## config.mk

```make
export PLATFORM = sky130hd
export DESIGN_NAME = gate_four_sel
export DESIGN_NICKNAME = d
export VERILOG_FILES = /design/src/gate_four_pkg.sv /design/src/gate_four_sel.sv
export VERILOG_INCLUDE_DIRS = /design/src
export SDC_FILE = /design/constraint.sdc
export NUM_CORES = 1
export LEC_CHECK = 0
export BUFFER_PORTS_ARGS = -buffer_cell sky130_fd_sc_hd__buf_2
export CORE_ASPECT_RATIO = 0.6
export CORE_UTILIZATION = 55
export CTS_CLUSTER_SIZE = 25
export DETAILED_ROUTE_END_ITERATION = 8
export PLACE_DENSITY = 0.85
export SETUP_SLACK_MARGIN = 0.3
export SYNTH_ARGS = -nofsm -noshare
export SYNTH_HDL_FRONTEND = slang
export SYNTH_SLANG_ARGS = --single-unit
```

## constraint.sdc

```tcl
create_clock -name pclk -period 2.66 [get_ports pclk]
set_input_delay 0.399 -clock pclk [delete_from_list [all_inputs] [get_ports pclk]]
set_output_delay 0.399 -clock pclk [all_outputs]
set_load 0.01 [all_outputs]
```

## src/gate_four_regs.svh

```systemverilog
// register offsets, field positions and reset values for the gate-four select block
// assumes a 32-bit apb bus with word-aligned registers
`ifndef GATE_FOUR_REGS_SVH
`define GATE_FOUR_REGS_SVH

`define GLS_OFFSET       12'h000
`define MIRROR_OFFSET    12'h004
`define DSEL1_OFFSET     12'h008
`define DSEL2_OFFSET     12'h00c
`define DSEL3_OFFSET     12'h010
`define DSEL4_OFFSET     12'h014
`define DSEL_WIDTH       5
`define GLS_RESET        8'h00
`define DSEL_RESET       5'h00
`define MIRROR_USED      4

`endif

```

## src/gate_four_pkg.sv

```systemverilog
// types shared by the gate-four select block
// assumes gate_four_regs.svh supplies the numeric constants
package gate_four_pkg;

    // one true/inverted pair per data input
    typedef struct packed {
        logic true_sel;
        logic inv_sel;
    } sel_pair_t;

    // bit 7 down to bit 0: input 4 pair down to input 1 pair
    typedef struct packed {
        sel_pair_t in4;
        sel_pair_t in3;
        sel_pair_t in2;
        sel_pair_t in1;
    } gate_sel_t;

    typedef struct packed {
        logic [3:0] cell_out;
    } cell_outs_t;

endpackage

```

## src/gate_four_sel.sv

```systemverilog
// fourth gate input select, data source selects and cell output mirror
// assumes an apb master on pclk and cell outputs from logic on the same clock
//
// Behaviour
// - a set true bit gates the plain data input into gate four
// - a set negated bit gates the inverted data input into gate four
// - bit pairs hold inputs four down to one, true bit above negated
// - a cleared select bit leaves that term out of gate four
// - all eight select bits are read/write; only power-on reset touches them
// - mirror register bits three to zero copy cell outputs four to one
// - mirror bits seven to four read as zero
// - each data input is picked by a five-bit field in its own register
`timescale 1ns/1ns
`default_nettype none
`include "gate_four_regs.svh"

module gate_four_sel
    import gate_four_pkg::*;
#(
    parameter int NUM_SOURCES = 32
)
(
    // clock and reset
    input  wire logic                   pclk,
    input  wire logic                   presetn,
    // apb slave
    input  wire logic                   psel,
    input  wire logic                   penable,
    input  wire logic                   pwrite,
    input  wire logic [11:0]            paddr,
    input  wire logic [31:0]            pwdata,
    output logic      [31:0]            prdata,
    output logic                        pready,
    output logic                        pslverr,
    // cell side
    input  wire logic [NUM_SOURCES-1:0] source_bus,
    input  wire cell_outs_t             cell_outputs,
    output logic      [3:0]             data_in_true,
    output logic      [3:0]             data_in_inverted,
    output logic                        fourth_gate_out
);

    // ****************************************
    // registers
    // ****************************************
    gate_sel_t                  gate_four_input_select;
    logic [`DSEL_WIDTH-1:0]     data_source_field [4];
    logic [3:0]                 mirror_sample;
    logic                       wr_en;
    logic                       rd_en;
    logic                       addr_ok;

    function automatic logic addr_mapped(input logic [11:0] a);
        addr_mapped = (a == `GLS_OFFSET) || (a == `MIRROR_OFFSET) || (a == `DSEL1_OFFSET) ||
                      (a == `DSEL2_OFFSET) || (a == `DSEL3_OFFSET) || (a == `DSEL4_OFFSET);
    endfunction

    // zero-wait slave: access phase completes in its first cycle
    assign pready  = 1'b1;
    assign addr_ok = addr_mapped(paddr);
    assign wr_en   = psel && penable && pwrite && addr_ok;
    assign rd_en   = psel && !penable && !pwrite;
    assign pslverr = psel && penable && !addr_ok;

    always_ff @(posedge pclk or negedge presetn)
    begin
        if (!presetn)
            gate_four_input_select <= `GLS_RESET;
        else if (wr_en && paddr == `GLS_OFFSET)
            gate_four_input_select <= pwdata[7:0];
    end

    always_ff @(posedge pclk or negedge presetn)
    begin
        if (!presetn)
        begin
            for (int i = 0; i < 4; i++)
                data_source_field[i] <= `DSEL_RESET;
        end
        else if (wr_en)
        begin
            for (int i = 0; i < 4; i++)
                if (paddr == `DSEL1_OFFSET + 12'(4 * i))
                    data_source_field[i] <= pwdata[`DSEL_WIDTH-1:0];
        end
    end

    always_ff @(posedge pclk or negedge presetn)
    begin
        if (!presetn)
            mirror_sample <= 4'h0;
        else
            mirror_sample <= cell_outputs.cell_out;
    end

    // ****************************************
    // read data
    // ****************************************
    // read data registered in setup phase so it is steady in access phase
    always_ff @(posedge pclk or negedge presetn)
    begin
        if (!presetn)
            prdata <= 32'h0000_0000;
        else if (rd_en)
        begin
            prdata <= 32'h0000_0000;
            if (paddr == `GLS_OFFSET)
                prdata[7:0] <= gate_four_input_select;
            else if (paddr == `MIRROR_OFFSET)
                prdata[`MIRROR_USED-1:0] <= mirror_sample;
            else
                for (int i = 0; i < 4; i++)
                    if (paddr == `DSEL1_OFFSET + 12'(4 * i))
                        prdata[`DSEL_WIDTH-1:0] <= data_source_field[i];
        end
    end

    // ****************************************
    // data inputs and gate four
    // ****************************************
    // registered mux keeps the gate output glitch free
    always_ff @(posedge pclk or negedge presetn)
    begin
        if (!presetn)
        begin
            data_in_true     <= 4'h0;
            data_in_inverted <= 4'hf;
        end
        else
        begin
            for (int i = 0; i < 4; i++)
            begin
                data_in_true[i]     <= source_bus[data_source_field[i]];
                data_in_inverted[i] <= ~source_bus[data_source_field[i]];
            end
        end
    end

    always_comb
    begin
        logic [3:0] t_sel;
        logic [3:0] n_sel;
        t_sel = 4'h0;
        n_sel = 4'h0;
        t_sel = {gate_four_input_select.in4.true_sel, gate_four_input_select.in3.true_sel,
                 gate_four_input_select.in2.true_sel, gate_four_input_select.in1.true_sel};
        n_sel = {gate_four_input_select.in4.inv_sel, gate_four_input_select.in3.inv_sel,
                 gate_four_input_select.in2.inv_sel, gate_four_input_select.in1.inv_sel};
        fourth_gate_out = |((data_in_true & t_sel) | (data_in_inverted & n_sel));
    end

endmodule
`default_nettype wire

```

==> summary.md, run 1 <==
| Metric | Value |
|---|---|
| Post-synth EDFFs | `0` |
| Net Sw Frac | `0.228` |
| Compound-gate portion of the synthesized area | `0.138` |
| Netlist cell types | `40` |
| Max-slew headroom | `0.317` |
| Max-cap violation count | `0` |
| Final setup fails | `0` |
| Actual slew at the worst max-slew pin | `between 1000 and 1500 ps` |
| Sequential area share after synthesis | `0.339` |
| Pre-Repair DR Iteration Count | `5` |
| IO buf count | `78` |
| CP Depth | `5` |
| WL/cell | `18.9 um` |
| Largest net degree at the start of global routing | `approximately 50` |
| Area share of fa/ha/maj cells after synthesis | `0` |
| Post-Route WL | `9870 um` |
| PostCTS Resize Cnt | `0` |
| GP Congestion | `roughly 1.0` |
| Post-route clock period utilization | `0.819` |
| Non-filler instance count after layout | `around 520` |
| Setup_tns | `0 ps` |
| Min-Delay Path Class | `in2reg` |
| Nets@finish | `approximately 520` |
| Most frequent cells in the layout | `buf_2, mux2i_1, dfrtp_1, nand2_1, mux2_2` |
| Cell Pwr Density | `409 nW/um^2` |
| Antenna Cells | `0` |
| Peak supply drop | `between 0.0002 and 0.0003 V` |
| Critical Path Start Type | `flop` |
| Max-slew violations | `0` |
| Syn Std Cell Area | `3560 um^2` |
| CTS Root Cell | `clkbuf_8` |
| Final worst path period need | `between 2000 and 2500 ps` |
| Final hold violation count | `0` |
| Synth Area in Simple Gates | `0.158` |
| Crit path max fanout | `19` |
| Initial DRC count | `357` |
| Dominant synthesized flop cell | `dfrtp_1` |
| Congestion Overflow GR | `0` |
| IO Count | `between 100 and 150` |
| Xor and xnor fraction of the mapped netlist area | `0` |
| Setup CP Type | `reg2reg` |
| Crit. End Element | `flop` |
| Status | `completed` |
| Ys async rst share | `1.00` |
| DIE HEIGHT | `around 64 um` |
| Most common cell after layout, fill and taps aside | `buf_2` |
| NetSw | `roughly 0.38 mW` |
| FP Rows | `22` |
| Hold-fix buffers, CTS | `0` |
| ANT nets after route | `0` |
| All-Layer GR Usage | `0.307` |
| Initial Util | `0.577` |
| Synth top area share | `0.310` |
| Reg2reg path depth | `5` |
| Post-route cell area | `around 4000 um^2` |
| First-pass GRT wire length | `roughly 16,000 um` |
| Comb pwr share | `0.124` |
| Initial antenna violation count | `0` |
| Syn avg cell area | `9.77 um^2` |
| Slowest-stage cell, CP | `dfrtp_1` |
| Int Power | `roughly 1.3 mW` |
| Skew-Pair Late Insertion Delay | `roughly 300 ps` |
| Critical path's top delay family | `flip-flops` |
| Synth Instances | `364` |
| Clk_skew | `about 5.4 ps` |
| Cell Count Post-Placement | `slightly above 500` |
| Clk slew on worst S/H paths | `roughly 90 ps` |
| Total number of vias | `roughly 3,200` |
| Total number of H-tree levels | `2` |
| Largest area contributor in the netlist | `dfrtp_1` |
| Crit path largest cell delay | `between 1000 and 1500 ps` |
| Fin worst setup slack | `approximately 480 ps` |
| Sequential power share | `0.449` |
| Number of global-route vias before repair | `between 3,000 and 4,000` |
| Critical Path AT | `between 2000 and 2500 ps` |
| Setup Buffers After CTS | `0` |
| Ys Warns | `0` |
| Leak | `1.77 nW` |
| Die Footprint | `6800 um^2` |
| CP Cell Sequence | `mux2i_1 -> nand2_1 -> nand3_1 -> a21oi_1 -> a311o_1` |
| Mux cell area share after synthesis | `0.289` |
| Worst hold path depth | `1` |
| Dpl ws | `between 300 and 400 ps` |
| Hold Slack | `just under 200 ps` |
| Most area-consuming cells after synthesis | `dfrtp_1, mux2i_1, mux2_2` |
| Detail Placement HPWL | `~8000 um` |
| P&R area growth vs syn | `14.5%` |
| Largest family of logic cells by synthesized area | `multiplexers` |
| Via density | `6.16` |
| Placed cell area | `approximately 3900 um^2` |
| Longest Clk Path Bufs | `2` |
| Fmax | `~0.46 GHz` |
| TritonCTS clock tree | `yes` |
| # DRC | `0` |
| RSZ-0062 raised after global routing | `no` |
| Clock Power Share | `0.428` |
| Core area | `approximately 6200 um^2` |
| Worst Path Required | `roughly 2900 ps` |
| Share of cells above drive strength 1 | `0.293` |
| Die width | `between 100 and 150 um` |
| Synthesized flop and latch total | `48` |
| Buf/Inv on CP | `0` |
| CTS Sinks | `48` |
| Total CTS buffers | `5` |
-- power by group through the flow --
stage	Combinational, mW	Sequential (mW)	Clock [mW]
finish	0.206	0.747	0.712
global route	0.226	0.748	0.764
CTS	0.202	0.747	0.721
detailed placement	0.201	0.761	0
global placement	0.195	0.761	0
floorplan	0.116	0.763	0
-- worst paths after layout --
| check | from | end | slack, ps |
|---|---|---|---|
| max in group asynchronous | presetn | data_source_field[1]$_DFFE_PN0P_ | 1760 |
| min | cell_outputs[2] | mirror_sample[2]$_DFF_PN0_ | 200 |
| max | data_source_field[15]$_DFFE_PN0P_ | data_in_true[0]$_DFF_PN0_ | 480 |
| min in group asynchronous | presetn | prdata[7]$_DFFE_PN0P_ | 270 |
| max reg2reg | data_source_field[15]$_DFFE_PN0P_ | data_in_true[0]$_DFF_PN0_ | 480 |
| min reg2reg | prdata[7]$_DFFE_PN0P_ | prdata[7]$_DFFE_PN0P_ | 470 |
-- synth_stat cells, types with 2 or more instances --
| cell type | instances |
|---|---|
| nand2b_1 | 10 |
| nand2_1 | 33 |
| o31ai_1 | 6 |
| inv_1 | 2 |
| o2111ai_1 | 3 |
| conb_1 | 2 |
| a21o_1 | 3 |
| nand3_1 | 13 |
| o21ai_0 | 8 |
| mux2_2 | 28 |
| a2111oi_0 | 4 |
| dfrtp_1 | 44 |
| dfstp_2 | 4 |
| a22oi_1 | 20 |
| buf_2 | 9 |
| nor3_2 | 2 |
| and2_1 | 6 |
| a311o_1 | 4 |
| buf_4 | 25 |
| nor2b_1 | 12 |
| mux2i_1 | 69 |
| o22ai_1 | 2 |
| clkbuf_1 | 5 |
| a21oi_1 | 12 |
| a311oi_1 | 4 |
| nand4_1 | 6 |
| nor2_1 | 15 |
-- sequential cells by signal (all words and copies together), names as in the netlist --
register,flops
prdata,8
mirror_sample,4
data_source_field,20
gate_four_input_select,8
data_in_true,4
data_in_inverted,4
-- final cells by class --
type | instances | area [um^2]
sequential | 48 | 1210
timing repair buffer | 82 | 420
multi-input combinational | 297 | 2170
fill | 506 | 2090
clock inverter | 3 | 90.1
clock buffer | 5 | 68.8
inverter | 2 | 7.51
tap | 84 | 105
-- metrics by stage --
| stage | power [mW] | util |
|---|---|---|
| 5_1_grt | 1.74 | 0.661 |
| 2_1_floorplan | 0.879 | - |
| 4_1_cts | 1.67 | 0.661 |
| 3_5_place_dp | 0.962 | 0.635 |
| 6_report | 1.66 | 0.661 |
| 3_3_place_gp | 0.956 | 0.635 |
-- per-layer routing --
metal / routed length (um) / track usage / part of all wire
met1: 4400 / 0.452 / 0.45
met2: 3950 / 0.423 / 0.40
met3: 1490 / 0.127 / 0.15
met4: 36 / 0.0417 / 0.0036
met5: 0 / 0 / 0
-- logic make-up (layout without fill, tap and decap cells) --
family                 after synthesis  in the layout
AO/OA/AOI/OAI                       69             69
buffers and inverters               42             92
flip-flops                          48             48
multiplexers                        98             98
other                                2             25
AND/OR/NAND/NOR                    105            105
Note: power is estimated with default switching activity, not from simulation.
==> inputs of run 2 (changes only) <==
--- a/config.mk
+++ b/config.mk
@@ -8,10 +8,10 @@
 export LEC_CHECK = 0
 export BUFFER_PORTS_ARGS = -buffer_cell sky130_fd_sc_hd__buf_2
 export CORE_ASPECT_RATIO = 0.6
-export CORE_UTILIZATION = 55
+export CORE_UTILIZATION = 46
 export CTS_CLUSTER_SIZE = 25
 export DETAILED_ROUTE_END_ITERATION = 8
-export PLACE_DENSITY = 0.85
+export PLACE_DENSITY = 0.76
 export SETUP_SLACK_MARGIN = 0.3
 export SYNTH_ARGS = -nofsm -noshare
 export SYNTH_HDL_FRONTEND = slang
==> constraint.sdc (replaced) <==
create_clock -name pclk -period 1.8 [get_ports pclk]
set_input_delay 0.27 -clock pclk [delete_from_list [all_inputs] [get_ports pclk]]
set_output_delay 0.27 -clock pclk [all_outputs]
set_load 0.01 [all_outputs]
==> run 2 against run 1 <==
Against the previous run:
- register-to-register slack lost 330 ps
- sequential power grew 49%
- largest cell class unchanged
- combinational power grew 96%
- non-clock buffer count grew 36
==> summary.md, run 2 (synthesized netlist as in run 1, its figures left out) <==
| Metric | Value |
|---|---|
| Status | `completed (unchanged)` |
| Critical Path AT | `1810 ps (was 2370 ps)` |
| Total CTS buffers | `5 (unchanged)` |
| Leading registers by flop count | `data_source_field (20), gate_four_input_select (8), prdata (8) (unchanged)` |
| Worst R2R End | `data_in_true[1]$_DFF_PN0_ (was data_in_true[0]$_DFF_PN0_)` |
| Initial antenna violation count | `0 (unchanged)` |
| Worst Path Required | `1970 ps (was 2850 ps)` |
| Final setup fails | `0 (unchanged)` |
| WL/cell | `21.8 um (was 18.9 um)` |
| Max-cap violation count | `0 (unchanged)` |
| Peak supply drop | `0.000380 V (was 0.000260 V)` |
| Actual slew at the worst max-slew pin | `574 ps (was 1030 ps)` |
| Pre-Repair DR Iteration Count | `6 (was 5)` |
| Reg with most FFs | `data_source_field (unchanged)` |
| Total number of vias | `3,578 (was 3,208)` |
| R2r setup slk | `160 ps (was 480 ps)` |
| Detail Placement HPWL | `8540 um (was 7880 um)` |
| Skew-Pair Late Insertion Delay | `300 ps (about the same)` |
| P&R area growth vs syn | `38.7% (was 14.5%)` |
| Final worst path period need | `1640 ps (was 2180 ps)` |
| Congestion Overflow GR | `0 (unchanged)` |
| HP Start | `cell_outputs[3] (was cell_outputs[2])` |
| Critical Path Start Type | `flop (unchanged)` |
| Number of global-route vias before repair | `3,269 (was 3,044)` |
| Crit. End Element | `flop (unchanged)` |
| Leak | `2.09 nW (was 1.77 nW)` |
| Crit path largest cell delay | `420 ps (was 1020 ps)` |
| Max-slew headroom | `0.616 (was 0.317)` |
| Slowest-stage cell, CP | `dfrtp_2 (was dfrtp_1)` |
| Antenna Cells | `0 (unchanged)` |
| Worst hold path depth | `1 (unchanged)` |
| Post-route clock period utilization | `0.913 (was 0.819)` |
| Placed cell area | `4150 um^2 (was 3910 um^2)` |
| Fmax | `0.608 GHz (was 0.459 GHz)` |
| Hold Slack | `76.0 ps (was 196 ps)` |
| Longest Clk Path Bufs | `2 (unchanged)` |
| Cell Count Post-Placement | `549 (was 513)` |
| Largest net degree at the start of global routing | `31 (was 49)` |
| All-Layer GR Usage | `0.295 (was 0.307)` |
| TritonCTS clock tree | `yes (unchanged)` |
| CTS Sinks | `48 (unchanged)` |
| Die width | `116 um (was 106 um)` |
| First-pass GRT wire length | `17,700 um (was 15,800 um)` |
| Reg2reg path depth | `6 (was 5)` |
| Nets@finish | `557 (was 521)` |
| Final hold violation count | `0 (unchanged)` |
| Hold path endpoint | `mirror_sample[3]$_DFF_PN0_ (was mirror_sample[2]$_DFF_PN0_)` |
| Total power | `2.49 mW (was 1.66 mW)` |
| CTS Root Cell | `clkbuf_16 (was clkbuf_8)` |
| Setup_tns | `0 ps (unchanged)` |
| Crit path max fanout | `7 (was 19)` |
| Most frequent cells in the layout | `buf_2, mux2i_1, dfrtp_1, nand2_1, conb_1 (was buf_2, mux2i_1, dfrtp_1, nand2_1, mux2_2)` |
| IO buf count | `78 (unchanged)` |
| Initial Util | `0.484 (was 0.577)` |
| Post-Route WL | `12,600 um (was 9870 um)` |
| Setup CP Type | `reg2reg (unchanged)` |
| DIE HEIGHT | `70.1 um (was 64.3 um)` |
| Min-Delay Path Class | `in2reg (unchanged)` |
| CP Cell Sequence | `buf_12 -> mux2i_1 -> a22oi_1 -> nand3_1 -> o21ai_1 -> a311o_1 (was mux2i_1 -> nand2_1 -> nand3_1 -> a21oi_1 -> a311o_1)` |
| Share of cells above drive strength 1 | `0.446 (was 0.293)` |
| Core area | `7360 um^2 (was 6170 um^2)` |
| Critical path's top delay family | `compound AO/OA/AOI/OAI gates (was flip-flops)` |
| Die Footprint | `8100 um^2 (was 6800 um^2)` |
| Non-filler instance count after layout | `577 (was 521)` |
| RSZ-0062 raised after global routing | `yes (was no)` |
| FP Rows | `24 (was 22)` |
| Via density | `6.20 (was 6.16)` |
| Most common cell after layout, fill and taps aside | `buf_2 (unchanged)` |
| IO Count | `128 (unchanged)` |
| Max-slew violations | `0 (unchanged)` |
| Reg2reg start | `data_source_field[10]$_DFFE_PN0P_ (was data_source_field[15]$_DFFE_PN0P_)` |
| Total number of H-tree levels | `2 (unchanged)` |
| ANT nets after route | `0 (unchanged)` |
| Cell Pwr Density | `505 nW/um^2 (was 409 nW/um^2)` |
| Number of flip-flops in the largest register | `20 (unchanged)` |
| Clk_skew | `5.53 ps (was 5.35 ps)` |
| Clk slew on worst S/H paths | `70 ps (was 90 ps)` |
| # DRC | `0 (unchanged)` |
| Post-route cell area | `4930 um^2 (was 4070 um^2)` |
| Buf/Inv on CP | `1 (was 0)` |
| GP Congestion | `0.977 (was 1.05)` |
| Initial DRC count | `441 (was 357)` |
## run 2: changes by cell type in the layout (fill, tap and decap cells not counted), moves of 7 or more
cell	previous run	this run
mux2i_4	0	8
buf_6	0	12
clkbuf_16	0	8
dfrtp_1	44	37
mux2_2	28	10
mux2_4	0	18
mux2i_1	69	58
dfrtp_2	0	7
buf_4	4	21
## run 2: how the worst max path moves through the flow
stage          slack, ps                              start                                    end  depth (start not counted)
2_1_floorplan         30                          paddr[11]  gate_four_input_select[0]$_DFFE_PN0P_                          6
3_3_place_gp         -90                          paddr[11]  gate_four_input_select[2]$_DFFE_PN0P_                          7
3_5_place_dp        -150                          paddr[11]      data_source_field[19]$_DFFE_PN0P_                          7
4_1_cts              200  data_source_field[10]$_DFFE_PN0P_              data_in_true[1]$_DFF_PN0_                          6
5_1_grt              100  data_source_field[10]$_DFFE_PN0P_              data_in_true[1]$_DFF_PN0_                          6
6_report             160  data_source_field[10]$_DFFE_PN0P_              data_in_true[1]$_DFF_PN0_                          6
## run 2: metrics by stage
stage	utilization	setup slack (ps)
floorplan	-	31.8
global placement	0.564	-94.8
detailed placement	0.564	-147
CTS	0.622	201
global route	0.671	100
finish	0.671	156
## run 2: layout make-up
type,count,area [um^2]
clock inverter,2,13.8
clock buffer,6,139
tap,104,130
multi-input combinational,297,2570
inverter,2,7.51
timing repair buffer,118,858
sequential,48,1210
fill,508,2420
## run 2: repair_timing
action,CTS,global route
setup buffers,11,5
hold buffers,1,0
endpoints found under the hold margin,17,0
resized for setup,39,51
setup endpoints to repair,41,42
pin swaps,8,16
cloned,0,3
## run 2: power breakdown
part / leakage (nW) / total (mW) / switching (mW) / internal (mW)
clock: 0.0772 / 0.980 / 0.424 / 0.556
sequential: 0.627 / 1.11 / 0.0104 / 1.10
combinational: 1.39 / 0.403 / 0.256 / 0.147
total: 2.09 / 2.49 / 0.690 / 1.80
## run 2: per-layer routing
metal | track usage | routed length [um]
met5 | 0 | 0
met1 | 0.440 | 5250
met4 | 0.0649 | 242
met2 | 0.423 | 5710
met3 | 0.0781 | 1400
